[config.mk]
export PLATFORM = sky130hd
export DESIGN_NAME = epd_channel_control_regs
export DESIGN_NICKNAME = d
export VERILOG_FILES = /design/src/hw/epd_sync_edge.v /design/src/hw/epd_output_stage.v /design/src/hw/epd_channel_control_regs.v
export VERILOG_INCLUDE_DIRS = /design/src /design/src/hw
export SDC_FILE = /design/constraint.sdc
export NUM_CORES = 1
export LEC_CHECK = 0
export BUFFER_PORTS_ARGS = -buffer_cell sky130_fd_sc_hd__buf_4
export CORE_UTILIZATION = 55
export DETAILED_ROUTE_END_ITERATION = 8
export GPL_TIMING_DRIVEN = 0
export PLACE_DENSITY = 0.79
export SETUP_SLACK_MARGIN = 0.1
export SLEW_MARGIN = 20
export SYNTH_ARGS = -nofsm -noshare
export SYNTH_HDL_FRONTEND = slang
export SYNTH_SLANG_ARGS = --single-unit
[constraint.sdc]
create_clock -name clk -period 2.9 [get_ports clk]
set_input_delay 0.145 -clock clk [delete_from_list [all_inputs] [get_ports clk]]
set_output_delay 0.145 -clock clk [all_outputs]
set_load 0.01 [all_outputs]
[src/hw/epd_ctrl_map.vh]
// Constants for the display-segment driver control logic: link id, register
// offsets, control-byte fields and timing counts.
// Assumes a 10 MHz system clock; the serial clock is sampled, not used as a clock.
// Function
// - Channels 1-36 segment, 37-38 background, 39-40 common
// - Bit one gives high level, zero gives 0V
// - Registers 0-4 hold eight channels, LSB first
// - Six byte registers, control byte at five
// - Pump enable bit switches charge pump
// - Half-level bit picks half rail for highs
// - Load bit high copies channels into staging
// - Load bit low latches staging onto outputs
// - Two-bit field selects pump reference voltage
// - Identity byte: fixed prefix plus address pins
// - Address byte then data byte follow identity
// - Device acknowledges each byte low
// - Up to four devices, distinct address pins
`ifndef EPD_CTRL_MAP_VH
`define EPD_CTRL_MAP_VH

// Identity prefix value is arbitrary
`define ID_PREFIX 6'h2A
`define REG_CH_1_8 3'h0
`define REG_CH_9_16 3'h1
`define REG_CH_17_24 3'h2
`define REG_CH_25_32 3'h3
`define REG_CH_33_40 3'h4
`define REG_CONTROL 3'h5
`define REG_LAST 8'h05

`define CTL_PUMP_ON 7
`define CTL_TEST_HIGH 6
`define CTL_HALF_LEVEL 5
`define CTL_TEST_MID 4
`define CTL_LOAD 3
`define CTL_TEST_LOW 2
`define CTL_REF_HI 1
`define CTL_REF_LO 0

`define SEG_COUNT 36
`define CHAN_COUNT 40
`define CLK_FREQ_HZ 10000000
`define LOAD_HOLD_NS 1000
// One microsecond of load hold at the 10 MHz clock, sized for the hold counter
`define LOAD_HOLD_CYC 4'hA

`endif

[src/hw/epd_sync_edge.v]
// Two-flop synchroniser with rise and fall detection on the synchronised level.
// Assumes the input is asynchronous to clk.
`timescale 1ns/10ps
`default_nettype none
module epd_sync_edge (
   input wire clk,
   input wire rst_n,
   input wire async_in,
   output wire level,
   output wire rise,
   output wire fall
);
   reg meta_ff;
   reg sync_ff;
   reg last_ff;
   // First stage feeds only the second stage
   always @(posedge clk) begin
      if (!rst_n) begin
         meta_ff <= 1'b1;
         sync_ff <= 1'b1;
         last_ff <= 1'b1;
      end else begin
         meta_ff <= async_in;
         sync_ff <= meta_ff;
         last_ff <= sync_ff;
      end
   end
   assign level = sync_ff;
   assign rise = sync_ff & ~last_ff;
   assign fall = ~sync_ff & last_ff;
endmodule
`default_nettype wire

[src/hw/epd_output_stage.v]
// Staging buffer and output latch for the forty channels.
// Assumes channel and control bits arrive from registers on the same clock.
`timescale 1ns/10ps
`default_nettype none
`include "epd_ctrl_map.vh"
module epd_output_stage (
   input wire clk,
   input wire rst_n,
   input wire [39:0] chan_bits,
   input wire load,
   output reg [39:0] drive_high,
   output wire load_held
);
   reg [39:0] stage_ff;
   reg load_ff;
   reg [3:0] hold_cnt_ff;
   localparam [3:0] HOLD_MAX = `LOAD_HOLD_CYC;
   always @(posedge clk) begin
      if (!rst_n) begin
         stage_ff <= 40'h0000000000;
         drive_high <= 40'h0000000000;
         load_ff <= 1'b0;
         hold_cnt_ff <= 4'h0;
      end else begin
         load_ff <= load;
         if (load) begin
            stage_ff <= chan_bits;
            if (hold_cnt_ff != HOLD_MAX)
               hold_cnt_ff <= hold_cnt_ff + 4'h1;
         end else begin
            hold_cnt_ff <= 4'h0;
         end
         // Falling load moves the whole buffer at once, so outputs never tear
         if (load_ff && !load)
            drive_high <= stage_ff;
      end
   end
   // Status only: the host is trusted to keep the hold time
   assign load_held = (hold_cnt_ff == HOLD_MAX);
endmodule
`default_nettype wire

[src/hw/epd_channel_control_regs.v]
// Serial write link slave and register bank of the forty-channel driver.
// Assumes a host drives the serial clock and data line; the data pin is open
// drain with an external pull-up, and serial clock is far slower than clk.
`timescale 1ns/10ps
`default_nettype none
`include "epd_ctrl_map.vh"
module epd_channel_control_regs (
   input wire clk,
   input wire rst_n,
   input wire ser_clk,
   input wire ser_data_in,
   output wire ser_data_out,
   output wire ser_data_oe,
   input wire id_pin_high,
   input wire id_pin_low,
   output wire [39:0] chan_drive_high,
   output wire [39:0] chan_half_level,
   output wire [35:0] seg_drive,
   output wire [1:0] bg_drive,
   output wire [1:0] com_drive,
   output wire pump_on,
   output wire half_level_select,
   output wire [1:0] reference_select,
   output wire [2:0] test_bits,
   output wire load_held
);
   ////////////////////////////////////////////////////////////////////////////
   // Pin sampling
   wire scl_lvl;
   wire scl_rise;
   wire scl_fall;
   wire sda_lvl;
   wire sda_rise;
   wire sda_fall;
   wire pin_high_lvl;
   wire pin_low_lvl;

   epd_sync_edge u_scl (
      .clk(clk),
      .rst_n(rst_n),
      .async_in(ser_clk),
      .level(scl_lvl),
      .rise(scl_rise),
      .fall(scl_fall)
   );
   epd_sync_edge u_sda (
      .clk(clk),
      .rst_n(rst_n),
      .async_in(ser_data_in),
      .level(sda_lvl),
      .rise(sda_rise),
      .fall(sda_fall)
   );
   epd_sync_edge u_idh (
      .clk(clk),
      .rst_n(rst_n),
      .async_in(id_pin_high),
      .level(pin_high_lvl),
      .rise(),
      .fall()
   );
   epd_sync_edge u_idl (
      .clk(clk),
      .rst_n(rst_n),
      .async_in(id_pin_low),
      .level(pin_low_lvl),
      .rise(),
      .fall()
   );

   // Start: data falls with clock high; stop: data rises with clock high
   wire start_cond = sda_fall & scl_lvl;
   wire stop_cond = sda_rise & scl_lvl;

   ////////////////////////////////////////////////////////////////////////////
   // Byte receiver
   localparam [4:0] ST_IDLE = 5'h01;
   localparam [4:0] ST_BITS = 5'h02;
   localparam [4:0] ST_ACK = 5'h04;
   localparam [4:0] ST_ACKEND = 5'h08;
   localparam [4:0] ST_IGNORE = 5'h10;

   reg [4:0] state_ff;
   reg [4:0] nxt_state;
   reg [7:0] shift_ff;
   reg [7:0] nxt_shift;
   reg [2:0] bit_cnt_ff;
   reg [2:0] nxt_bit_cnt;
   reg [1:0] phase_ff;
   reg [1:0] nxt_phase;
   reg [7:0] addr_ff;
   reg [7:0] nxt_addr;
   reg ack_ff;
   reg nxt_ack;
   reg wr_en;
   reg [7:0] reg_file_ff [0:5];
   integer i;

   function id_match;
      input [7:0] b;
      input ph;
      input pl;
      begin
         id_match = (b == {`ID_PREFIX, ph, pl});
      end
   endfunction

   always @* begin
      nxt_state = state_ff;
      nxt_shift = shift_ff;
      nxt_bit_cnt = bit_cnt_ff;
      nxt_phase = phase_ff;
      nxt_addr = addr_ff;
      nxt_ack = ack_ff;
      wr_en = 1'b0;
      if (start_cond) begin
         nxt_state = ST_BITS;
         nxt_bit_cnt = 3'h0;
         nxt_phase = 2'h0;
         nxt_ack = 1'b0;
      end else if (stop_cond) begin
         nxt_state = ST_IDLE;
         nxt_ack = 1'b0;
      end else begin
         case (state_ff)
            ST_IDLE: begin
               nxt_state = ST_IDLE;
            end
            ST_BITS: begin
               if (scl_rise) begin
                  nxt_shift = {shift_ff[6:0], sda_lvl};
                  nxt_bit_cnt = bit_cnt_ff + 3'h1;
                  if (bit_cnt_ff == 3'h7)
                     nxt_state = ST_ACK;
               end
            end
            ST_ACK: begin
               // Eighth bit is in; act and drive acknowledge after clock falls
               if (scl_fall) begin
                  nxt_state = ST_ACKEND;
                  case (phase_ff)
                     2'h0: begin
                        if (id_match(shift_ff, pin_high_lvl, pin_low_lvl)) begin
                           nxt_ack = 1'b1;
                           nxt_phase = 2'h1;
                        end else begin
                           nxt_state = ST_IGNORE;
                        end
                     end
                     2'h1: begin
                        nxt_addr = shift_ff;
                        nxt_ack = 1'b1;
                        nxt_phase = 2'h2;
                     end
                     default: begin
                        wr_en = (addr_ff <= `REG_LAST);
                        nxt_ack = 1'b1;
                        // Stay in data phase so further bytes go to the next address
                        nxt_phase = 2'h2;
                        nxt_addr = addr_ff + 8'h01;
                     end
                  endcase
               end
            end
            ST_ACKEND: begin
               if (scl_fall) begin
                  nxt_ack = 1'b0;
                  nxt_state = ST_BITS;
                  nxt_bit_cnt = 3'h0;
               end
            end
            ST_IGNORE: begin
               // Another device owns this frame
               nxt_state = ST_IGNORE;
            end
            default: begin
               nxt_state = ST_IDLE;
            end
         endcase
      end
   end

   always @(posedge clk) begin
      if (!rst_n) begin
         state_ff <= ST_IDLE;
         shift_ff <= 8'h00;
         bit_cnt_ff <= 3'h0;
         phase_ff <= 2'h0;
         addr_ff <= 8'h00;
         ack_ff <= 1'b0;
         // Clean start in simulation; the host must still initialise
         for (i = 0; i < 6; i = i + 1)
            reg_file_ff[i] <= 8'h00;
      end else begin
         state_ff <= nxt_state;
         shift_ff <= nxt_shift;
         bit_cnt_ff <= nxt_bit_cnt;
         phase_ff <= nxt_phase;
         addr_ff <= nxt_addr;
         ack_ff <= nxt_ack;
         if (wr_en)
            reg_file_ff[addr_ff[2:0]] <= shift_ff;
      end
   end

   // Open drain: only ever pull low
   assign ser_data_out = 1'b0;
   assign ser_data_oe = ack_ff;

   ////////////////////////////////////////////////////////////////////////////
   // Register fields
   wire [7:0] ctl = reg_file_ff[`REG_CONTROL];
   wire [39:0] chan_bits = {reg_file_ff[`REG_CH_33_40], reg_file_ff[`REG_CH_25_32],
      reg_file_ff[`REG_CH_17_24], reg_file_ff[`REG_CH_9_16],
      reg_file_ff[`REG_CH_1_8]};

   assign pump_on = ctl[`CTL_PUMP_ON];
   assign half_level_select = ctl[`CTL_HALF_LEVEL];
   assign reference_select = {ctl[`CTL_REF_HI], ctl[`CTL_REF_LO]};
   // Test bits are exposed but steer nothing; host keeps them zero
   assign test_bits = {ctl[`CTL_TEST_HIGH], ctl[`CTL_TEST_MID], ctl[`CTL_TEST_LOW]};

   wire [39:0] drive_bits;
   epd_output_stage u_out (
      .clk(clk),
      .rst_n(rst_n),
      .chan_bits(chan_bits),
      .load(ctl[`CTL_LOAD]),
      .drive_high(drive_bits),
      .load_held(load_held)
   );

   assign chan_drive_high = drive_bits;
   assign chan_half_level = drive_bits & {`CHAN_COUNT{half_level_select}};
   assign seg_drive = drive_bits[`SEG_COUNT-1:0];
   assign bg_drive = drive_bits[37:36];
   assign com_drive = drive_bits[39:38];
endmodule
`default_nettype wire

==> flow_summary.json, run 1 <==
{
  "clock-sinks": 170,
  "fp.dieArea_mm2": 0.0135,
  "required_ps": 2960,
  "vdd_drop_max_mv": 0.315,
  "register_area_mm2": 0.00388,
  "yosys.area_share.adder": 0.0122,
  "fin_cells": 1087,
  "r2r_end": "reg_file_ff[0][1]",
  "cts_tree": "yes",
  "ctsHtreeMaxLevel": 4,
  "synth_simple_gate_area_frac": 0.220,
  "grt_usage": 0.250,
  "min_period_ps": 2680,
  "cts-buffers-inserted": 17,
  "layout.nets": 915,
  "fmax_ghz": 0.374,
  "synth_top_family_by_area": "simple AND/OR/NAND/NOR gates",
  "hold-path-cell-count": 3,
  "slew_headroom": 0.455,
  "clock_latency_ps": 430,
  "clk_pin_slew_ps": 60,
  "layout_common_cells": "177 x buf_4, 122 x dfxtp_1, 109 x nand2_1",
  "multiInputGateArea_mm2": 0.00281,
  "drt-total-wl_um": 16500,
  "worstSetupPathType": "reg -> reg",
  "drv_slew": 0,
  "setup_viol": 0,
  "synth-compound-area-share": 0.0783,
  "power_w": 0.00522,
  "cp-start-kind": "flip-flop",
  "ys_ff_latch": 170,
  "synth_edf_count": 48,
  "tightestPinTransition_ps": 817,
  "grt_max_degree": 17,
  "synthCells": 744,
  "grt_pass1_vias": 5246,
  "initial_core_util": 0.567,
  "drt-pass1-iter-count": 5,
  "ios": 136,
  "hold_ws_ps": 251,
  "grt_overflow": 0,
  "synth_cell_types": 55,
  "p_leak_nw": 3.81,
  "dp_hpwl_um": 11700,
  "dp_slack_ps": -39.2,
  "synth_area_per_cell_um2": 9.66,
  "crit_start": "addr_ff[4]",
  "drc": 0,
  "antenna_found_initial": 0,
  "synth_xor_area_frac": 0.00853,
  "fillers": 897,
  "min_from": "rst_n",
  "power_density_mw_per_mm2": 572,
  "r2r_slack_ps": 220,
  "post_cts_buffers": 0,
  "ys.flop_type": "dfxtp_1",
  "die_x_um": 116,
  "setup_ws_ps": 224,
  "final_common_cell": "buf_4",
  "cp-end-kind": "flip-flop",
  "seq_area_frac_synth": 0.540,
  "dpl.cell_count": 1051,
  "worstPathArrival_ps": 2730,
  "clockRootBuffer": "clkbuf_16",
  "core_area_mm2": 0.0127,
  "synth_mux_area_frac": 0.0668,
  "rsz0062_at_grt": "true",
  "vias_per_cell": 5.22,
  "hold_class": "in -> reg",
  "fin_crit_sh": 0.923,
  "area_growth_syn_to_layout_pct": 27.0,
  "fp.dieH_um": 116,
  "cp_max_fo": 10,
  "syn-cell-area_mm2": 0.00719,
  "async_flop_share": 0,
  "setup-tns-final_ps": 0,
  "r2r_start": "addr_ff[4]",
  "synth_nets": 757,
  "cts_buffer_depth": 2,
  "r2r_cells": 5,
  "grt_pass1_wl_um": 25500,
  "cap_violations": 0,
  "drtAntennaViolNets": 0,
  "holdPathEnd": "u_sda.meta_ff",
  "fp-row-count": 41,
  "skew_ps": 6.50,
  "vias": 5679,
  "drt_iter0_drc": 426,
  "outcome": "complete, no violations",
  "wl_per_cell_um": 15.2,
  "yosys_warnings": 0,
  "gp_congestion": 0.824,
  "hold_viol": 0,
  "antennaDiodeCount": 0,
  "drive_gt1_frac": 0.254,
  "io_buffers": 134
}
[per-layer routing]
metal  wire [um]  track usage  vias to the layer above
met4         325       0.0974                        0
met2        8310        0.439                      206
met1        6900        0.296                     2652
met5           0            0                        -
li1            -            -                     2790
met3         934       0.0586                       31
[registers in the layout (all words and copies together) (netlist names)]
signal	cells
u_idh.meta_ff	1
u_idl.level	1
u_out.hold_cnt_ff	4
u_idh.level	1
u_scl.last_ff	1
addr_ff	8
u_scl.meta_ff	1
u_sda.meta_ff	1
u_out.drive_high	40
ser_data_oe	1
state_ff	5
phase_ff	2
u_scl.level	1
shift_ff	8
u_sda.last_ff	1
u_sda.level	1
bit_cnt_ff	3
u_out.stage_ff	40
u_idl.meta_ff	1
u_out.load_ff	1
reg_file_ff	48
[report_power, final]
part	switching (W)	total, W	internal [W]
Sequential	0.0000488	0.00257	0.00252
Combinational	0.000154	0.000269	0.000116
Clock	0.000907	0.00238	0.00148
Total	0.00111	0.00522	0.00411
[kinds of logic after synthesis]
kind of cell,Yosys count
muxes,48
and+or+nand+nor,324
other,1
DFF,170
AOI/OAI and AO/OA,90
buffers and inverters,97
adders and majority gates,7
xor gates and xnor gates,7
[metrics by stage]
stage,util,instance area (um^2)
6_report,0.720,9130
2_1_floorplan,-,7190
3_5_place_dp,0.665,8420
5_1_grt,0.720,9130
3_3_place_gp,0.664,8410
4_1_cts,0.719,9110
[timing repair]
action,CTS,global route
gates cloned,0,0
resized for setup,1,1
endpoints found under the hold margin,4,0
endpoints found under the setup margin,40,32
hold buffers,4,0
[worst max-delay path: stages (launching register included)]
cell and delay [ps]:
dfxtp_1 370, nor4_1 390, and3_1 370, buf_2 260, nand3_1 230, o31ai_2 680
[worst max path at each step]
stage	end	slack, ps	cells past startpoint
floorplan	reg_file_ff[4][0]	500	8
global placement	reg_file_ff[2][6]	30	5
detailed placement	reg_file_ff[3][3]	-40	5
CTS	reg_file_ff[0][1]	-60	5
global route	reg_file_ff[0][5]	50	5
finish	reg_file_ff[0][1]	220	5
[cell type report]
cell class,count,share of cell area
Sequential cell,170,0.425
Tap cell,172,0.0236
Timing Repair Buffer,139,0.115
Multi-Input combinational cell,477,0.308
Inverter,13,0.00535
Clock buffer,23,0.0587
Clock inverter,9,0.0114
Buffer,84,0.0526
[synth_stat cells, drive strengths merged, types with 3 or more instances]
cell type,count,area share
clkbuf,30,0.016
xor2,3,0.0037
nand3,14,0.011
dfxtp,122,0.34
buf,54,0.051
nand2b,13,0.011
o31ai,5,0.0052
mux2i,48,0.067
ha,7,0.012
a21oi,53,0.037
and3,20,0.017
or2,5,0.0044
and2,41,0.036
nand2,109,0.057
inv,13,0.0068
xnor2,4,0.0049
a41oi,3,0.0037
nand4,5,0.0064
a211oi,4,0.0042
edfxtp,48,0.20
nor2b,9,0.0078
o21ai,10,0.0070
nor4b,4,0.0049
nor2,90,0.047
Note: power is estimated with default switching activity, not from simulation.
==> run 2, diff against run 1 <==
- BUFFER_PORTS_ARGS: -buffer_cell sky130_fd_sc_hd__buf_4 -> default
- CORE_UTILIZATION: 55 -> 50
- DONT_BUFFER_PORTS: default -> 1
- PLACE_DENSITY: 0.79 -> 0.65
==> run 2 against run 1 <==
Sequential cell count is the same. Via count shrank 8.5%. Setup slack lost 4.9 ps. Clock power shrank 10%. Register-to-register slack is essentially flat. Utilization shrank 14 points. Worst hold slack lost 110 ps. Highest routed layer unchanged. Critical path type unchanged.
==> flow_summary.json, run 2 (synthesis gave the netlist of run 1 again) <==
{
  "p_int_w": 0.00380,
  "grt_max_degree": 17,
  "critPathBufInv": 1,
  "layout_common_cells": "122 x dfxtp_1, 109 x nand2_1, 90 x nor2_1",
  "cap_violations": 0,
  "holdPathEnd": "u_scl.meta_ff",
  "critical-path-max-stage-delay_ps": 670,
  "worstSetupPathType": "reg -> reg",
  "setup_viol": 0,
  "power_w": 0.00494,
  "hold-path-cell-count": 2,
  "p_clk_frac": 0.434,
  "max_flop_register": "reg_file_ff",
  "dpl.cell_count": 925,
  "slew_headroom": 0.447,
  "fp-row-count": 43,
  "p_leak_nw": 3.05,
  "clk_pin_slew_ps": 60,
  "antenna_found_initial": 0,
  "cts_buffer_depth": 2,
  "clockRootBuffer": "clkbuf_16",
  "cp_max_fo": 10,
  "largest_reg_flops": 48,
  "hold_class": "in -> reg",
  "cts-buffers-inserted": 17,
  "vdd_drop_max_mv": 0.361,
  "fin_cells": 961,
  "gp_congestion": 0.870,
  "drt-total-wl_um": 15600,
  "path_delay_family": "simple AND/OR/NAND/NOR gates",
  "vias": 5194,
  "cts_tree": "yes",
  "power_density_mw_per_mm2": 613,
  "switching_share": 0.230,
  "clock_latency_ps": 430,
  "worst-path-stages": 5,
  "grt_overflow": 0,
  "tightestPinTransition_ps": 830,
  "fp.dieH_um": 122,
  "antennaDiodeCount": 0,
  "vias_per_cell": 5.40,
  "fin_crit_sh": 0.924,
  "area_growth_syn_to_layout_pct": 12.1,
  "worstPathArrival_ps": 2740,
  "grt_pass1_wl_um": 24500,
  "drt_iter0_drc": 306,
  "r2r_end": "reg_file_ff[2][4]",
  "io_buffers": 0,
  "drt-pass1-iter-count": 4,
  "crit_start": "addr_ff[4]",
  "required_ps": 2960,
  "min_period_ps": 2680,
  "clock-sinks": 170,
  "outcome": "complete, no violations",
  "r2r_cells": 5,
  "r2r_slack_ps": 220,
  "hold_viol": 0,
  "grt_pass1_vias": 4894,
  "die_x_um": 122,
  "ios": 136,
  "fp.dieArea_mm2": 0.0149,
  "p_seq_frac": 0.522,
  "drc": 0,
  "drv_slew": 0,
  "fmax_ghz": 0.373,
  "layout.nets": 781,
  "cp_cell_sequence": "nor4_1 > and3_1 > buf_2 > nand3_1 > o31ai_2",
  "core_area_mm2": 0.0139,
  "switching_power_w": 0.00114,
  "final_common_cell": "dfxtp_1",
  "initial_core_util": 0.516,
  "min_from": "rst_n",
  "drtAntennaViolNets": 0,
  "top_regs": "reg_file_ff (48), u_out.drive_high (40), u_out.stage_ff (40)",
  "cp-start-kind": "flip-flop",
  "ctsHtreeMaxLevel": 4,
  "rsz0062_at_grt": "true",
  "cp-end-kind": "flip-flop",
  "critPathSlowestCell": "o31ai_2",
  "grt_usage": 0.217,
  "share_comb_of_total_power": 0.044,
  "skew_ps": 7.57,
  "dp_hpwl_um": 10900,
  "drive_gt1_frac": 0.125,
  "wl_per_cell_um": 16.2,
  "post_cts_buffers": 0,
  "r2r_start": "addr_ff[4]"
}
## run 2: area by class of cell
type / count / area [um^2]
Fill cell: 1213 / 5880
Sequential cell: 170 / 3880
Multi-Input combinational cell: 477 / 2810
Buffer: 84 / 480
Clock buffer: 20 / 478
Tap cell: 180 / 225
Clock inverter: 12 / 86.3
Inverter: 13 / 48.8
Timing Repair Buffer: 5 / 45.0
## run 2: how the worst max path moves through the flow
stage,endpoint,slack [ps]
4_1_cts,reg_file_ff[2][4],200
2_1_floorplan,reg_file_ff[4][0],500
3_3_place_gp,reg_file_ff[3][5],-7
6_report,reg_file_ff[2][4],220
5_1_grt,reg_file_ff[2][0],-30
3_5_place_dp,reg_file_ff[2][6],-130
## run 2: power by group through the flow
| stage | sequential [W] | clock (W) | combinational (W) |
|---|---|---|---|
| floorplan | 0.00261 | 0 | 0.000163 |
| global placement | 0.00263 | 0 | 0.000203 |
| detailed placement | 0.00263 | 0 | 0.000211 |
| CTS | 0.00258 | 0.00218 | 0.000218 |
| global route | 0.00259 | 0.00227 | 0.000240 |
| finish | 0.00258 | 0.00214 | 0.000216 |
## run 2: repair_timing
action                                 4_1_cts  5_1_grt
hold buffers                                 4        0
resized for setup                            4        1
setup endpoints to repair                   32       40
endpoints found under the hold margin        4        0
## run 2: layer usage
layer | vias to the layer above | global-route usage | part of all wire
li1 | 2528 | - | -
met1 | 2450 | 0.265 | 0.44
met2 | 180 | 0.357 | 0.48
met3 | 36 | 0.0627 | 0.056
met4 | 0 | 0.0926 | 0.024
met5 | - | 0 | 0
## run 2: stage by stage
| step | setup WS [ps] | instance area (um^2) | TNS (ps) | hold slack (ps) | util |
|---|---|---|---|---|---|
| 6_report | 219 | 8060 | 0 | 139 | 0.578 |
| 5_1_grt | -29.5 | 8060 | -228 | 170 | 0.578 |
| 4_1_cts | 204 | 8050 | 0 | 126 | 0.578 |
| 3_5_place_dp | -133 | 7430 | -1370 | 250 | 0.533 |
| 3_3_place_gp | -7.17 | 7410 | -55.2 | 248 | 0.532 |
| 2_1_floorplan | 504 | 7190 | 0 | 246 | - |
==> run 3, diff against run 2 <==
--- a/config.mk
+++ b/config.mk
@@ -7,4 +7,6 @@
 export NUM_CORES = 1
 export LEC_CHECK = 0
+export ABC_AREA = 0
+export CORE_MARGIN = 10
 export CORE_UTILIZATION = 50
 export DETAILED_ROUTE_END_ITERATION = 8
==> constraint.sdc (replaced) <==
create_clock -name clk -period 2.9 [get_ports clk]
set_input_delay 0.58 -clock clk [delete_from_list [all_inputs] [get_ports clk]]
set_output_delay 0.58 -clock clk [all_outputs]
set_load 0.01 [all_outputs]
==> run 3 against run 2 <==
Register-to-register slack worse by 40 ps. Clock skew is 0.87 ps higher. Sequential power hardly changed. Global-route usage is 5.0 points lower. Utilization is 0.54 points lower. Via count is 0.25% lower. Sequential share of layout area is 0.27 points higher. Critical endpoint is now reg_file_ff[1][1]. Cell count is 0.52% lower. Die area is 32% higher.
==> flow_summary.json, run 3 (synthesis gave the netlist of run 1 again) <==
{
  "cp-end-kind": "flip-flop",
  "rsz0062_at_grt": "true",
  "wl_per_cell_um": 17.4,
  "hold_ws_ps": 251,
  "cap_violations": 0,
  "m1WireLength_um": 7070,
  "register_area_mm2": 0.00388,
  "antenna_found_initial": 0,
  "cp-start-kind": "flip-flop",
  "drc": 0,
  "io_buffers": 0,
  "grt_pass1_wl_um": 27000,
  "vias_per_cell": 5.42,
  "r2r_cells": 5,
  "wl_met2_um": 8130,
  "initial_core_util": 0.514,
  "gp_congestion": 0.881,
  "drive_gt1_frac": 0.120,
  "top_layer_used": "met4",
  "max_flop_register": "reg_file_ff",
  "r2r_start": "addr_ff[4]",
  "switching_power_w": 0.00107,
  "drt-pass1-iter-count": 4,
  "drtAntennaViolNets": 0,
  "fin_cells": 956,
  "p_int_w": 0.00387,
  "p_leak_nw": 3.03,
  "dp_slack_ps": -112,
  "outcome": "complete, no violations",
  "multiInputGateArea_mm2": 0.00281,
  "required_ps": 2950,
  "vdd_drop_max_mv": 0.451,
  "clk_pin_slew_ps": 60,
  "core_area_mm2": 0.0140,
  "met3WireLength_um": 1110,
  "dpl.cell_count": 925,
  "r2r_end": "reg_file_ff[1][1]",
  "grt_max_degree": 17,
  "fp.dieH_um": 140,
  "clock-sinks": 170,
  "die_x_um": 140,
  "holdPathEnd": "u_sda.meta_ff",
  "vias": 5181,
  "fillers": 1245,
  "hold_viol": 0,
  "slew_headroom": 0.454,
  "hold_class": "in -> reg",
  "worstSetupPathType": "reg -> reg",
  "area_growth_syn_to_layout_pct": 11.5,
  "fmax_ghz": 0.368,
  "power_density_mw_per_mm2": 616,
  "grt_overflow": 0,
  "top_regs": "reg_file_ff (48), u_out.drive_high (40), u_out.stage_ff (40)",
  "drt_iter0_drc": 337,
  "fin_crit_sh": 0.938,
  "dp_hpwl_um": 12400,
  "fp.dieArea_mm2": 0.0196,
  "antennaDiodeCount": 0,
  "switching_share": 0.217,
  "p_seq_frac": 0.523,
  "clock_latency_ps": 430,
  "layout_common_cells": "122 x dfxtp_1, 109 x nand2_1, 90 x nor2_1",
  "setup_ws_ps": 180,
  "drt-total-wl_um": 16600,
  "ctsHtreeMaxLevel": 4,
  "grt_pass1_vias": 5033,
  "layout.nets": 777,
  "worstPathArrival_ps": 2770,
  "fp-row-count": 43,
  "skew_ps": 8.44,
  "r2r_slack_ps": 180,
  "p_clk_frac": 0.435,
  "largest_reg_flops": 48,
  "grt_usage": 0.167,
  "cp_max_fo": 10,
  "cts-buffers-inserted": 17,
  "clockRootBuffer": "clkbuf_16",
  "tightestPinTransition_ps": 819,
  "share_comb_of_total_power": 0.042,
  "final_common_cell": "dfxtp_1",
  "min_period_ps": 2720,
  "setup_viol": 0,
  "cts_buffer_depth": 2,
  "drv_slew": 0,
  "hold-path-cell-count": 1,
  "ios": 136,
  "min_from": "ser_data_in",
  "cts_tree": "yes"
}
-- run 3: cell types whose count changed in the layout (fill, tap and decap cells not counted), sizes merged --
| cell | previous run | this run |
|---|---|---|
| inv | 18 | 15 |
| dlygate4sd3 | 4 | 0 |
| bufinv | 0 | 1 |
| clkinvlp | 2 | 1 |
| clkbuf | 50 | 55 |
| clkinv | 5 | 2 |
-- run 3: repair_timing --
action / 4_1_cts / 5_1_grt
hold buffers: 0 / 0
gates resized for setup: 2 / 1
buffers inserted: 0 / 0
pin swaps: 0 / 0
setup endpoints to repair: 40 / 40
-- run 3: final cells by class --
class / instances / area share
plain buffers: 84 / 0.0600
clock buffers: 25 / 0.0618
clock inverters: 6 / 0.00796
inverters: 13 / 0.00609
multi-input cells: 477 / 0.351
flip-flops and latches: 170 / 0.485
well taps: 180 / 0.0281
repair buffers: 1 / 0.000625
-- run 3: stage by stage --
step           setup TNS, ps  utilization  total power (W)  instance area [um^2]
6_report                   0        0.573          0.00494                  8010
3_3_place_gp           -82.1        0.530          0.00283                  7410
5_1_grt                 -253        0.573          0.00512                  8010
4_1_cts                -2120        0.572          0.00498                  8000
2_1_floorplan              0            -          0.00278                  7190
3_5_place_dp           -2010        0.531          0.00284                  7430
-- run 3: power by group through the flow --
stage | clock (W) | sequential, W | combinational, W
after floorplan | 0 | 0.00261 | 0.000163
after global placement | 0 | 0.00263 | 0.000202
after detailed placement | 0 | 0.00263 | 0.000210
after CTS | 0.00219 | 0.00258 | 0.000211
after global routing | 0.00229 | 0.00259 | 0.000236
final | 0.00215 | 0.00258 | 0.000209
-- run 3: routing by layer --
layer	vias to the layer above	global-route usage
li1	2522	-
met1	2475	0.202
met4	0	0.0625
met2	156	0.275
met5	-	0
met3	28	0.0510
-- run 3: worst max path at each step --
stage,start,end,cells past startpoint
floorplan,addr_ff[1],reg_file_ff[4][0],8
global placement,addr_ff[4],reg_file_ff[3][2],5
detailed placement,addr_ff[4],reg_file_ff[3][2],5
CTS,addr_ff[4],reg_file_ff[0][3],5
global route,addr_ff[4],reg_file_ff[3][1],5
finish,addr_ff[4],reg_file_ff[1][1],5
-- run 3: worst max-delay path: stages, from the launching register on --
cell,delay (ps)
dfxtp_1,370
nor4_1,430
and3_1,360
buf_2,280
nand3_1,230
o21ai_1,670
